`config.mk`:
```
export PLATFORM = sky130hd
export DESIGN_NAME = cre_core
export DESIGN_NICKNAME = d
export VERILOG_FILES = /design/src/design/cre_pkg.sv /design/src/design/cre_core.sv /design/src/design/cre_ea.sv /design/src/design/cre_pins.sv
export VERILOG_INCLUDE_DIRS = /design/src /design/src/design
export SDC_FILE = /design/constraint.sdc
export NUM_CORES = 2
export LEC_CHECK = 0
export BUFFER_PORTS_ARGS = -buffer_cell sky130_fd_sc_hd__buf_4
export CORE_AREA = 3 3 402 404
export DETAILED_ROUTE_END_ITERATION = 16
export DIE_AREA = 0 0 405 407
export GPL_TIMING_DRIVEN = 0
export SLEW_MARGIN = 30
export SYNTH_ARGS = -nofsm -noshare
export SYNTH_HDL_FRONTEND = slang
export SYNTH_SLANG_ARGS = --single-unit
```
`constraint.sdc`:
```
create_clock -name clk -period 5.4 [get_ports clk]
set_clock_uncertainty 0.05 [all_clocks]
set_input_delay 0.81 -clock clk [delete_from_list [all_inputs] [get_ports clk]]
set_output_delay 0.81 -clock clk [all_outputs]
set_load 0.01 [all_outputs]
```
`src/design/cre_map.svh`:
```
// Purpose: offsets, field positions, reset values of the core register block
// Assumes: byte addresses on an 8-bit word-aligned bus address
// Notes:   definitions only
`ifndef CRE_MAP_SVH
`define CRE_MAP_SVH

// ****************************************************************
// register offsets
// ****************************************************************
`define CRE_OFF_CMD   8'h00
`define CRE_OFF_EXT   8'h04
`define CRE_OFF_EA    8'h08
`define CRE_OFF_OPND  8'h0c
`define CRE_OFF_SR    8'h10
`define CRE_OFF_PC    8'h14
`define CRE_OFF_STAT  8'h18
`define CRE_OFF_USP   8'h1c
`define CRE_OFF_SSP   8'h20
`define CRE_GPR_BASE  2'h1

// ****************************************************************
// field positions
// ****************************************************************
`define CRE_CMD_MODE  3:0
`define CRE_CMD_REG   6:4
`define CRE_CMD_SIZE  10:8
`define CRE_CMD_IDX   15:12
`define CRE_CMD_IDXL  16
`define CRE_SR_T      15
`define CRE_SR_S      13
`define CRE_SR_IMASK  10:8
`define CRE_SR_X      4
`define CRE_SR_N      3
`define CRE_SR_Z      2
`define CRE_SR_V      1
`define CRE_SR_C      0

// ****************************************************************
// reset values and masks
// ****************************************************************
`define CRE_SR_RST    16'h2700
`define CRE_SR_MASK   16'ha71f
`define CRE_CCR_MASK  16'h001f

`endif

```
`src/design/cre_pkg.sv`:
```
// Purpose: types shared by the core register block
// Assumes: nothing
// Notes:   offsets live in cre_map.svh
package cre_pkg;

  typedef enum logic [3:0] {
    M_DREG  = 4'h0, M_AREG  = 4'h1, M_IND   = 4'h2, M_POST  = 4'h3,
    M_PRE   = 4'h4, M_D16   = 4'h5, M_IDX   = 4'h6, M_ABSW  = 4'h7,
    M_ABSL  = 4'h8, M_PCD   = 4'h9, M_PCX   = 4'ha, M_IMM   = 4'hb,
    M_QUICK = 4'hc, M_IMPL  = 4'hd
  } cre_mode_t;

  typedef enum logic [2:0] {
    SZ_BIT  = 3'h0, SZ_BCD  = 3'h1, SZ_BYTE = 3'h2, SZ_WORD = 3'h3,
    SZ_LONG = 3'h4
  } cre_size_t;

  typedef enum logic [0:0] {
    WB_IDLE = 1'b0, WB_ACK = 1'b1
  } cre_wb_t;

  typedef struct packed {
    logic [7:0][31:0] d;
    logic [6:0][31:0] a;
    logic [31:0]      user_stack_ptr;
    logic [31:0]      supervisor_stack_ptr;
    logic [31:0]      pc;
    logic [31:0]      ext;
    logic [31:0]      ea;
    logic [31:0]      opnd;
    logic [31:0]      rdat;
    logic [15:0]      sr;
    logic             mem;
    logic             refused;
    logic             ack;
    cre_wb_t          st;
  } cre_st_t;

endpackage

```
`src/design/cre_core.sv`:
```
// Purpose: programmer state and effective address unit behind Wishbone
// Assumes: classic Wishbone slave, single clock clk, async reset nrst
// Notes:   one access at a time, ack one cycle after the request
//
// The implementer's own choices: the register addresses and register access over Wishbone.
`include "cre_map.svh"

// Function
// - width strap low selects 8-bit data bus, else 16-bit.
// - in 8-bit mode upper strobe carries A0, lower is the strobe.
// - user and supervisor modes; privileged writes refused in user mode.
// - eight data, eight address registers, 32-bit PC and condition codes.
// - data registers take byte, word, long; address only word, long.
// - any of the sixteen registers may serve as index.
// - supervisor adds own stack pointer and full status word.
// - operands may be bit, decimal digit, byte, word or long.
// - fourteen addressing modes in six families.
// - register direct uses the register itself, no memory access.
// - absolute short from one extension word, long from two.
// - PC relative adds 16-bit offset, or index plus 8-bit offset.
// - postincrement uses then bumps; predecrement drops then uses.
// - indirect with 16-bit offset, or index plus 8-bit offset.
// - auto step is 1 byte, 2 word, 4 long.
// - byte step on stack pointer is two.
// - immediate from extension words; quick from instruction field.
// - implied mode reaches status word, both stack pointers, PC.
module cre_core (
  input  wire logic        clk,
  input  wire logic        nrst,
  input  wire logic        wb_cyc_i,
  input  wire logic        wb_stb_i,
  input  wire logic        wb_we_i,
  input  wire logic [7:0]  wb_adr_i,
  input  wire logic [3:0]  wb_sel_i,
  input  wire logic [31:0] wb_dat_i,
  output logic      [31:0] wb_dat_o,
  output logic             wb_ack_o,
  input  wire logic        bus_width_select,
  input  wire logic        mem_strobe,
  input  wire logic        mem_a0,
  input  wire logic        mem_word,
  output logic             upper_strobe_or_addr_bit0,
  output logic             lower_strobe_or_single_strobe,
  output logic             supervisor_mode
);

  cre_pkg::cre_st_t r;
  cre_pkg::cre_st_t n;

  // ****************************************************************
  // helpers
  // ****************************************************************
  // address register view with banked A7
  function automatic logic [31:0] areg(input cre_pkg::cre_st_t s,
                                       input logic [2:0] k);
    if (k != 3'h7) begin
      areg = s.a[k];
    end else begin
      areg = s.sr[`CRE_SR_S] ? s.supervisor_stack_ptr : s.user_stack_ptr;
    end
  endfunction

  function automatic logic [31:0] gpr(input cre_pkg::cre_st_t s,
                                      input logic [3:0] k);
    gpr = k[3] ? areg(s, k[2:0]) : s.d[k[2:0]];
  endfunction

  function automatic logic [31:0] merge(input logic [31:0] o,
                                        input logic [31:0] v,
                                        input logic [3:0]  b);
    for (int i = 0; i < 4; i++) begin
      merge[i*8 +: 8] = b[i] ? v[i*8 +: 8] : o[i*8 +: 8];
    end
  endfunction

  // word load into an address register sign extends, long load as is
  function automatic logic [31:0] a_load(input logic [31:0] v,
                                         input logic [3:0]  b);
    a_load = b[3] ? v : {{16{v[15]}}, v[15:0]};
  endfunction

  function automatic logic [31:0] rd_word(input cre_pkg::cre_st_t s,
                                          input logic [7:0] ad,
                                          input logic b8);
    if (ad[7:6] == `CRE_GPR_BASE) begin
      rd_word = gpr(s, ad[5:2]);
    end else begin
      case ({ad[7:2], 2'b00})
        `CRE_OFF_EXT:  rd_word = s.ext;
        `CRE_OFF_EA:   rd_word = s.ea;
        `CRE_OFF_OPND: rd_word = s.opnd;
        `CRE_OFF_SR:   rd_word = {16'h0, s.sr};
        `CRE_OFF_PC:   rd_word = s.pc;
        `CRE_OFF_STAT: rd_word = {29'h0, b8, s.mem, s.refused};
        `CRE_OFF_USP:  rd_word = s.user_stack_ptr;
        `CRE_OFF_SSP:  rd_word = s.supervisor_stack_ptr;
        default:       rd_word = 32'h0;
      endcase
    end
  endfunction

  // ****************************************************************
  // bus decode
  // ****************************************************************
  logic       take;
  logic       wr;
  logic [7:0] wadr;
  logic       priv;
  logic       b8;

  assign take = (r.st == cre_pkg::WB_IDLE) && wb_cyc_i && wb_stb_i;
  assign wr   = take && wb_we_i;
  assign wadr = {wb_adr_i[7:2], 2'b00};
  assign priv = r.sr[`CRE_SR_S];

  // ****************************************************************
  // address unit
  // ****************************************************************
  logic [31:0] e_ea;
  logic [31:0] e_opnd;
  logic [31:0] e_an;
  logic        e_anwr;
  logic        e_mem;
  logic        e_bad;
  logic [2:0]  c_reg;

  assign c_reg = wb_dat_i[`CRE_CMD_REG];

  cre_ea u_ea (
    .mode     (wb_dat_i[`CRE_CMD_MODE]),
    .size     (wb_dat_i[`CRE_CMD_SIZE]),
    .regnum   (c_reg),
    .dreg     (r.d[c_reg]),
    .base     (areg(r, c_reg)),
    .idx      (gpr(r, wb_dat_i[`CRE_CMD_IDX])),
    .idx_long (wb_dat_i[`CRE_CMD_IDXL]),
    .pc       (r.pc),
    .ext      (r.ext),
    .sr       (r.sr),
    .user_stack_ptr      (r.user_stack_ptr),
    .supervisor_stack_ptr      (r.supervisor_stack_ptr),
    .ea       (e_ea),
    .opnd     (e_opnd),
    .an_new   (e_an),
    .an_wr    (e_anwr),
    .mem_ref  (e_mem),
    .bad      (e_bad)
  );

  cre_pins u_pins (
    .clk                           (clk),
    .nrst                          (nrst),
    .bus_width_select              (bus_width_select),
    .mem_strobe                    (mem_strobe),
    .mem_a0                        (mem_a0),
    .mem_word                      (mem_word),
    .bus8                          (b8),
    .upper_strobe_or_addr_bit0     (upper_strobe_or_addr_bit0),
    .lower_strobe_or_single_strobe (lower_strobe_or_single_strobe)
  );

  // ****************************************************************
  // next state
  // ****************************************************************
  always_comb begin
    n     = r;
    n.ack = 1'b0;
    case (r.st)
      cre_pkg::WB_IDLE: begin
        if (take) begin
          n.st  = cre_pkg::WB_ACK;
          n.ack = 1'b1;
          if (!wb_we_i) begin
            n.rdat = rd_word(r, wb_adr_i, b8);
            if (wadr == `CRE_OFF_STAT) begin
              n.refused = 1'b0;
            end
          end
        end
      end
      cre_pkg::WB_ACK: n.st = cre_pkg::WB_IDLE;
      default:         n.st = cre_pkg::WB_IDLE;
    endcase
    if (wr && wb_adr_i[7:6] == `CRE_GPR_BASE) begin
      if (!wb_adr_i[5]) begin
        n.d[wb_adr_i[4:2]] = merge(r.d[wb_adr_i[4:2]], wb_dat_i,
                                   wb_sel_i);
      end else if (wb_sel_i == 4'hf || wb_sel_i == 4'h3) begin
        // word write sign extends into the address register
        if (wb_adr_i[4:2] != 3'h7) begin
          n.a[wb_adr_i[4:2]] = a_load(wb_dat_i, wb_sel_i);
        end else if (priv) begin
          n.supervisor_stack_ptr = a_load(wb_dat_i, wb_sel_i);
        end else begin
          n.user_stack_ptr = a_load(wb_dat_i, wb_sel_i);
        end
      end else begin
        n.refused = 1'b1;
      end
    end else if (wr) begin
      case (wadr)
        `CRE_OFF_CMD: begin
          n.ea   = e_ea;
          n.opnd = e_opnd;
          n.mem  = e_mem;
          if (e_bad) begin
            n.refused = 1'b1;
          end else if (e_anwr) begin
            if (c_reg != 3'h7) begin
              n.a[c_reg] = e_an;
            end else if (priv) begin
              n.supervisor_stack_ptr = e_an;
            end else begin
              n.user_stack_ptr = e_an;
            end
          end
        end
        `CRE_OFF_EXT: n.ext = merge(r.ext, wb_dat_i, wb_sel_i);
        `CRE_OFF_PC:  n.pc  = merge(r.pc, wb_dat_i, wb_sel_i);
        `CRE_OFF_SR: begin
          if (priv) begin
            n.sr = 16'(merge({16'h0, r.sr}, wb_dat_i, wb_sel_i)
                       & {16'h0, `CRE_SR_MASK});
          end else begin
            // user mode reaches only the condition code byte
            n.sr[7:0] = (wb_sel_i[0] ? wb_dat_i[7:0] : r.sr[7:0])
                        & 8'(`CRE_CCR_MASK);
            if (wb_sel_i[1]) begin
              n.refused = 1'b1;
            end
          end
        end
        `CRE_OFF_USP,
        `CRE_OFF_SSP: begin
          if (!priv) begin
            n.refused = 1'b1;
          end else if (wadr == `CRE_OFF_USP) begin
            n.user_stack_ptr = merge(r.user_stack_ptr, wb_dat_i, wb_sel_i);
          end else begin
            n.supervisor_stack_ptr = merge(r.supervisor_stack_ptr, wb_dat_i, wb_sel_i);
          end
        end
        default: n.mem = r.mem;
      endcase
    end
  end

  always_ff @(posedge clk or negedge nrst) begin
    if (!nrst) begin
      r    <= '0;
      r.sr <= `CRE_SR_RST;
    end else begin
      r <= n;
    end
  end

  assign wb_dat_o        = r.rdat;
  assign wb_ack_o        = r.ack;
  assign supervisor_mode = r.sr[`CRE_SR_S];

  // ****************************************************************
  // checks
  // ****************************************************************
  logic wr_cmd;
  assign wr_cmd = wr && wadr == `CRE_OFF_CMD;
endmodule

```
`src/design/cre_ea.sv`:
```
// Purpose: effective address and operand forming for one command
// Assumes: all inputs from the same clock, purely combinational
// Notes:   caller writes back an_new when an_wr is high
module cre_ea (
  input  wire logic [3:0]  mode,
  input  wire logic [2:0]  size,
  input  wire logic [2:0]  regnum,
  input  wire logic [31:0] dreg,
  input  wire logic [31:0] base,
  input  wire logic [31:0] idx,
  input  wire logic        idx_long,
  input  wire logic [31:0] pc,
  input  wire logic [31:0] ext,
  input  wire logic [15:0] sr,
  input  wire logic [31:0] user_stack_ptr,
  input  wire logic [31:0] supervisor_stack_ptr,
  output logic      [31:0] ea,
  output logic      [31:0] opnd,
  output logic      [31:0] an_new,
  output logic             an_wr,
  output logic             mem_ref,
  output logic             bad
);

  function automatic logic [31:0] sx16(input logic [15:0] v);
    sx16 = {{16{v[15]}}, v};
  endfunction

  function automatic logic [31:0] sx8(input logic [7:0] v);
    sx8 = {{24{v[7]}}, v};
  endfunction

  // operand width per data type
  function automatic logic [31:0] fit(input logic [2:0] s,
                                      input logic [31:0] v);
    case (cre_pkg::cre_size_t'(s))
      cre_pkg::SZ_BIT:  fit = {31'h0, v[0]};
      cre_pkg::SZ_BCD:  fit = {28'h0, v[3:0]};
      cre_pkg::SZ_BYTE: fit = {24'h0, v[7:0]};
      cre_pkg::SZ_WORD: fit = {16'h0, v[15:0]};
      default:          fit = v;
    endcase
  endfunction

  // auto step, byte on stack pointer kept word aligned
  function automatic logic [31:0] step(input logic [2:0] s,
                                       input logic [2:0] r);
    case (cre_pkg::cre_size_t'(s))
      cre_pkg::SZ_WORD: step = 32'h2;
      cre_pkg::SZ_LONG: step = 32'h4;
      default:          step = (r == 3'h7) ? 32'h2 : 32'h1;
    endcase
  endfunction

  logic [31:0] xv;

  always_comb begin
    xv      = idx_long ? idx : sx16(idx[15:0]);
    ea      = 32'h0;
    opnd    = 32'h0;
    an_new  = base;
    an_wr   = 1'b0;
    mem_ref = 1'b1;
    bad     = 1'b0;
    case (cre_pkg::cre_mode_t'(mode))
      cre_pkg::M_DREG: begin
        opnd    = fit(size, dreg);
        mem_ref = 1'b0;
      end
      cre_pkg::M_AREG: begin
        opnd    = fit(size, base);
        mem_ref = 1'b0;
        bad     = (size < 3'(cre_pkg::SZ_WORD));
      end
      cre_pkg::M_IND:  ea = base;
      cre_pkg::M_POST: begin
        ea     = base;
        an_new = base + step(size, regnum);
        an_wr  = 1'b1;
      end
      cre_pkg::M_PRE: begin
        an_new = base - step(size, regnum);
        ea     = an_new;
        an_wr  = 1'b1;
      end
      cre_pkg::M_D16:  ea = base + sx16(ext[15:0]);
      cre_pkg::M_IDX:  ea = base + xv + sx8(ext[7:0]);
      cre_pkg::M_ABSW: ea = sx16(ext[15:0]);
      cre_pkg::M_ABSL: ea = ext;
      cre_pkg::M_PCD:  ea = pc + sx16(ext[15:0]);
      cre_pkg::M_PCX:  ea = pc + xv + sx8(ext[7:0]);
      cre_pkg::M_IMM: begin
        opnd    = fit(size, ext);
        mem_ref = 1'b0;
      end
      cre_pkg::M_QUICK: begin
        opnd    = (regnum == 3'h0) ? 32'h8 : {29'h0, regnum};
        mem_ref = 1'b0;
      end
      cre_pkg::M_IMPL: begin
        mem_ref = 1'b0;
        case (regnum[1:0])
          2'h0:    opnd = {16'h0, sr};
          2'h1:    opnd = user_stack_ptr;
          2'h2:    opnd = supervisor_stack_ptr;
          default: opnd = pc;
        endcase
      end
      default: begin
        bad     = 1'b1;
        mem_ref = 1'b0;
      end
    endcase
  end

endmodule

```
`src/design/cre_pins.sv`:
```
// Purpose: bus width strap and data strobe pin steering
// Assumes: width strap is asynchronous and held static
// Notes:   strobes are active high here
module cre_pins (
  input  wire logic clk,
  input  wire logic nrst,
  input  wire logic bus_width_select,
  input  wire logic mem_strobe,
  input  wire logic mem_a0,
  input  wire logic mem_word,
  output logic      bus8,
  output logic      upper_strobe_or_addr_bit0,
  output logic      lower_strobe_or_single_strobe
);

  typedef struct packed {
    logic [2:0] sy;
    logic       wide;
    logic       us;
    logic       ls;
  } cre_pin_t;

  cre_pin_t r;
  cre_pin_t n;

  always_comb begin
    n    = r;
    n.sy = {r.sy[1:0], bus_width_select};
    // change counts once 2nd and 3rd stage agree
    if (r.sy[1] == r.sy[2]) begin
      n.wide = r.sy[2];
    end
    if (!r.wide) begin
      n.us = mem_a0;
      n.ls = mem_strobe;
    end else begin
      n.us = mem_strobe & (mem_word | ~mem_a0);
      n.ls = mem_strobe & (mem_word | mem_a0);
    end
  end

  always_ff @(posedge clk or negedge nrst) begin
    if (!nrst) begin
      r <= '{sy: 3'h7, wide: 1'b1, us: 1'b0, ls: 1'b0};
    end else begin
      r <= n;
    end
  end

  assign bus8                          = ~r.wide;
  assign upper_strobe_or_addr_bit0     = r.us;
  assign lower_strobe_or_single_strobe = r.ls;

endmodule

```
[After elaboration in Yosys (flattened, before gate mapping)]
Cells that the tools add are included.
W data, S select, Z words.
Storage, ports and cells
  bits in registers: 724
  bits of input ports: 53
  logic and storage cells: 267
Cells by class
  add/sub/neg operators: 8
  bitwise logic cells: 10
  muxes and demuxes: 100
  equality and inequality tests: 55
  $lt $le $gt $ge: 6
  reduce and logical (&&, ||, !) cells: 44
Operators with widths (number)
  $mux W288: 5
  $mux W32: 27
  $mux W224: 3
  $bmux W32 S3: 6
  $pmux W32 S8: 2
  $bwmux W224: 2
  $mux W416: 1
  $pmux W32 S4: 3
  $bwmux W256: 1
  $mux W64: 4
  $add A32 B32 Y32: 7
  $demux W32 S3: 2
  $pmux W32 S5: 1
  $mux W8: 18
  $pmux W32 S2: 2
  $pmux W64 S2: 1
  $reduce_and A13 Y1: 8
  $pmux W32 S3: 1
  $ne A3 B3 Y1 const B: 15
  $reduce_and A4 Y1: 8
  $sub A32 B32 Y32: 1
  $eq A4 B4 Y1 const B: 7
  $eq A6 B3 Y1 const B: 4
  $eq A4 B3 Y1 const B: 4
  41 further kinds: 90

[Logic depth before layout (Yosys ltp)]
  word-level depth: 13
  gate-level depth with buffers: 23
  gate-level depth less buffers: 19

[By module]
From an unflattened synthesis, not the netlist that was laid out.
Unflattened totals
  cells, all modules: 5042
  area, all modules: 55499.5 um^2
Modules (own cells, without submodules)
  cre_core: instances 1, area each 44116.1 um^2, cells each 3521, seq. area each 17947.2 um^2
  cre_ea: instances 1, area each 11187.0 um^2, cells each 1509, seq. area each 0.0 um^2
  cre_pins: instances 1, area each 196.4 um^2, cells each 12, seq. area each 155.1 um^2

[Least setup slack after synthesis]
Ideal clock, no wire load.
  path type: input to register
  start point: input port wb_dat_i[12]
  end point: register r[114] (netlist bit)
  arrival: 6.634 ns
  stages on the path: 18
  library setup time: 0.126 ns
  data required time: 5.224 ns
  slack: -1.410 ns
  cells stage by stage: clkbuf_1 -> clkbuf_1 -> buf_1 -> buf_1 -> mux4_2 -> mux4_2 -> fa_1 -> ha_1 -> a211oi_1 -> nor3_1 -> nor4_1 -> a211oi_1 -> nor4_1 -> o21ai_0 -> a31oi_1 -> xor2_1 -> o22ai_1 -> a221o_1
Between the ends
  longest elaborated chain between the ends: 8
  elaborated cells on any way between the ends: 13
  those cells by class: add/sub: 4; eq/ne: 1; mux: 8
RTL lines
  from (decl): line cre_core.sv:35  | input wire logic [31:0] wb_dat_i,
  $bmux W32 S3: line cre_core.sv:57  | areg = s.a[k];
  $mux W32 (implied by the code): line cre_core.sv:57
  $mux W32: line cre_core.sv:56  | if (k != 3'h7) begin
  $mux W32 (*): line cre_core.sv:65  | gpr = k[3] ? areg(s, k[2:0]) : s.d[k[2:0]];
  $mux W32 (*): line cre_ea.sv:58  | xv = idx_long ? idx : sx16(idx[15:0]);
  $add A32 B32 Y32 (on tied branches) (2 in a row): line cre_ea.sv:91, cre_ea.sv:87
  $pmux W32 S8 (*): line cre_ea.sv:65  | case (cre_pkg::cre_mode_t'(mode))
  to (signal assigned): line cre_core.sv:253  | r <= n;
  to (decl): line cre_core.sv:47  | cre_pkg::cre_st_t r;
Mark *: on every way between the ends. The rest lies on a longest branch, timed or not. The select of a mux whose other input is x is not followed.
A chain may end at the register's enable or synchronous reset.

[Worst setup path after layout]
  start point: register, netlist name supervisor_mode
  end point: register r[115] (netlist bit)
Between the ends
  longest elaborated chain between the ends: 7
  elaborated cells on any way between the ends: 12
  those cells by class: add/sub: 6; mux: 6
RTL lines
  $mux W32 (*): line cre_core.sv:59  | areg = s.sr[`CRE_SR_S] ? s.supervisor_stack_ptr : s.user_stack_ptr;
  $mux W32: line cre_core.sv:56
  $mux W32: line cre_core.sv:65
  $mux W32: line cre_ea.sv:58
  $add A32 B32 Y32 (on tied branches) (2 in a row): line cre_ea.sv:91, cre_ea.sv:87
  $pmux W32 S8 (*): line cre_ea.sv:65
Mark *: on every way between the ends. The rest lies on a longest branch, timed or not.

==> results.sh <==
export IMPL_cp_slowest_cell="mux4_2"
export IMPL_grt_first_pass_wirelength_um=394000
export IMPL_vias=50600
export IMPL_synth_main_ff_cell="dfrtp_1"
export IMPL_grt_start_max_net_pins=123
export IMPL_clock_sinks=723
export IMPL_die_area_um2=165000
export IMPL_min_path_type="primary input to register"
export IMPL_synth_area_um2=53800
export IMPL_ys_ff_latch=723
export IMPL_drt_iter0_drc=7879
export IMPL_seq_area_um2=18100
export IMPL_m1WireLength_um=108000
export IMPL_rsz0062_at_grt="yes"
export IMPL_critPathMaxStageDelay_ns=0.66
export IMPL_multiInputGateArea_um2=36000
export IMPL_worstHoldEndpoint="u_pins.n[4]$_DFF_PN1_"
export IMPL_areaGrowthSynthToFinish_pct=20.1
export IMPL_final_cell_mix="dfrtp_1 (713), nand2_1 (561), mux2_2 (427), mux4_2 (409), nor2_1 (273)"
export IMPL_clock_latency_ns=0.72
export IMPL_yosysWarnings=0
export IMPL_first_pass_iters=8
export IMPL_fillerInstances=15400
export IMPL_r2r_end="r[115]$_DFFE_PN0P_"
export IMPL_start_kind="register"
export IMPL_synth_top_family_by_area="multiplexers"
export IMPL_synth_distinct_cells=91
export IMPL_portBuffers=74
export IMPL_grt_pass1_vias=48300
export IMPL_path_depth=22
export IMPL_hold_start="bus_width_select"
export IMPL_ys_seq_area_share_pct=33.7
export IMPL_setup_viol=158
export IMPL_drtAntennaViolNets=0
export IMPL_cts_tree="built"
export IMPL_whs_path_depth=1
export IMPL_hold_viol=0
export IMPL_critPathRequiredTime_ns=5.99
export IMPL_final_max_slew_viol_count=0
export IMPL_p_leak_nw=26.5
export IMPL_stdcell_count=7550
export IMPL_vias_per_cell=6.70
export IMPL_worst_r2r_setup_slack_ns=-0.60
export IMPL_cts_htree_levels=3
export IMPL_drc=0
export IMPL_grt_util_all_layers_pct=34.3
export IMPL_violations="negative setup slack"
export IMPL_nets=5620
export IMPL_crit_path_end_kind="register"
export IMPL_path_common_cell="buf_12"
export IMPL_fmax_mhz=167
export IMPL_status="complete, but fails checks"
export IMPL_die_w_um=405
export IMPL_wl_per_cell_um=38.3
export IMPL_powerDensity_nw_per_um2=233
export IMPL_clkTransAtPathRegs_ns=0.06
export IMPL_routed_wl_met2_um=121000
export IMPL_r2r_start="supervisor_mode$_DFFE_PN1P_"
export IMPL_syn_inst=5100
export IMPL_topRoutingLayerUsed="met5"
export IMPL_reg2regPathDepth=22
export IMPL_wirelength_um=289000
export IMPL_start_util_pct=34.0
export IMPL_avgSynthCellArea_um2=10.5
export IMPL_path_class="register to register"
export IMPL_slew_headroom_pct=16.4
export IMPL_gp_congestion=1.06
export IMPL_crit_chain="buf_12 > buf_12 > buf_12 > clkbuf_16 > mux2_2 > mux4_2 > mux4_2 > fa_1 > ha_4 > inv_2 > fa_2 > nor2b_2 > o31a_1 > o31ai_4 > buf_6 > a211oi_4 > nor4_4 > o221ai_2 > a2111oi_2 > or3_1 > nand3_2 > a31oi_1"
export IMPL_muxShareOfSynthArea_pct=28.4
export IMPL_grt_antenna_before_repair=18
export IMPL_hpwl_um=225000
export IMPL_wl_met3_um=39400
export IMPL_final_common_cell="dfrtp_1"
export IMPL_cp_arrival_ns=6.60
export IMPL_path_delay_family="multiplexers"
export IMPL_worst_path_buf_inv=6
export IMPL_synth_simple_area_share_pct=9.96
export IMPL_synthArstFlopShare_pct=100
export IMPL_dp_cells=7269
export IMPL_fp_dieH_um=407
export IMPL_max_vdd_ir_drop_mv=0.220
export IMPL_cts_max_path_buffers=3
export IMPL_final_util_pct=40.8
export IMPL_synth_adder_area_share_pct=4.79
export IMPL_synth_compound_area_share_pct=17.3
export IMPL_io_pins=89
export IMPL_post_route_min_period_ns=6.00
export IMPL_fp_coreArea_um2=158000
export IMPL_worstMarginPinSlew_ns=1.25
export IMPL_synth_xor_area_share_pct=1.86
export IMPL_synth_edf_count=0
export IMPL_num_rows=146
export IMPL_drive_above_1_share_pct=32.7
export IMPL_setup_slack_ns=-0.604
export IMPL_fin_crit_sh_pct=111
export IMPL_critical_path_max_fanout=5
export IMPL_grt_ovfl_total=0
export IMPL_cap_violations=0
export IMPL_cts_buffers=89
export IMPL_synth_nets=5318
export IMPL_root_buffer="clkbuf_16"
-- worst max-delay path by stage --
stage / start / endpoint / slack, ns
floorplan: wb_dat_i[12] / r[115]$_DFFE_PN0P_ / 0.0004
global placement: nrst / r[123]$_DFFE_PN0P_ / -6.25
detailed placement: wb_dat_i[6] / r[243]$_DFFE_PN0P_ / -2.65
CTS: supervisor_mode$_DFFE_PN1P_ / r[113]$_DFFE_PN0P_ / -0.59
global route: supervisor_mode$_DFFE_PN1P_ / r[115]$_DFFE_PN0P_ / -0.79
finish: supervisor_mode$_DFFE_PN1P_ / r[115]$_DFFE_PN0P_ / -0.60
-- registers in the layout, indices dropped and copies added (netlist names) --
register	flops
r	683
supervisor_mode	1
u_pins.lower_strobe_or_single_strobe	1
u_pins.n	2
u_pins.r	2
u_pins.upper_strobe_or_addr_bit0	1
wb_ack_o	1
wb_dat_o	32
-- routing by layer --
layer	global-route usage, %	up-vias
met3	12.5	827
li1	-	20100
met1	43.9	25900
met5	0	-
met4	19.6	10
met2	49.9	3655
-- cell type report --
| class | instances | share of cell area (%) |
|---|---|---|
| multi-input cells | 3865 | 55.8 |
| well taps | 2072 | 4.01 |
| flip-flops and latches | 723 | 28.0 |
| inverters | 77 | 0.461 |
| plain buffers | 426 | 3.43 |
| repair buffers | 220 | 3.49 |
| clock inverters | 39 | 0.792 |
| clock buffers | 126 | 4.02 |
| diodes | 2 | 0.00775 |
-- power breakdown --
group	total [W]	switching, W	internal (W)
Combinational	0.00272	0.00174	0.000977
Clock	0.00656	0.00268	0.00388
Sequential	0.00580	0.000201	0.00560
-- metrics by stage --
stage	TNS, ns	power (W)	worst slack [ns]	hold WS (ns)	area, µm²
final	-33.60	0.0151	-0.604	0.166	64600
after global routing	-43.95	0.0154	-0.786	0.160	64600
after CTS	-8.55	0.0149	-0.592	0.127	62900
after detailed placement	-582.35	0.00829	-2.65	0.297	57900
after global placement	-4547.04	0.00822	-6.25	0.297	57100
after floorplan	0	0.00713	0.000361	0.295	54000
-- synthesized netlist by cell type (all sizes together) (42+ instances only) --
master,instances,share of area [%]
dfrtp,715,33
nand2,583,4.1
mux2,448,9.4
mux4,409,17
o21ai,385,3.6
clkbuf,305,2.1
a21oi,298,2.8
nor2,287,2.0
buf,130,1.4
a22oi,114,1.6
ha,98,2.3
a31oi,89,1.0
nand3,89,0.84
mux2i,83,1.8
o22a,78,1.3
nor3,77,0.80
inv,75,0.52
xnor2,75,1.3
fa,67,2.5
o22ai,56,0.65
o21a,54,0.75
o211ai,52,0.73
a21o,46,0.64
a22o,42,0.68
-- cell families after synthesis --
kind of cell               Yosys count
AOI/OAI and AO/OA                 1434
and+or+nand+nor                   1214
muxes                              940
DFF                                723
buffers and inverters              512
adders and majority gates          166
xor gates and xnor gates           111
-- timing repair --
item,4_1_cts,5_1_grt
hold buffers,1,0
setup buffers,61,62
setup endpoints to repair,306,186
gates resized for setup,298,265
gates cloned,0,1
hold endpoints to repair,61,0
pin swaps,115,143
Note: power is estimated with default switching activity, not from simulation.
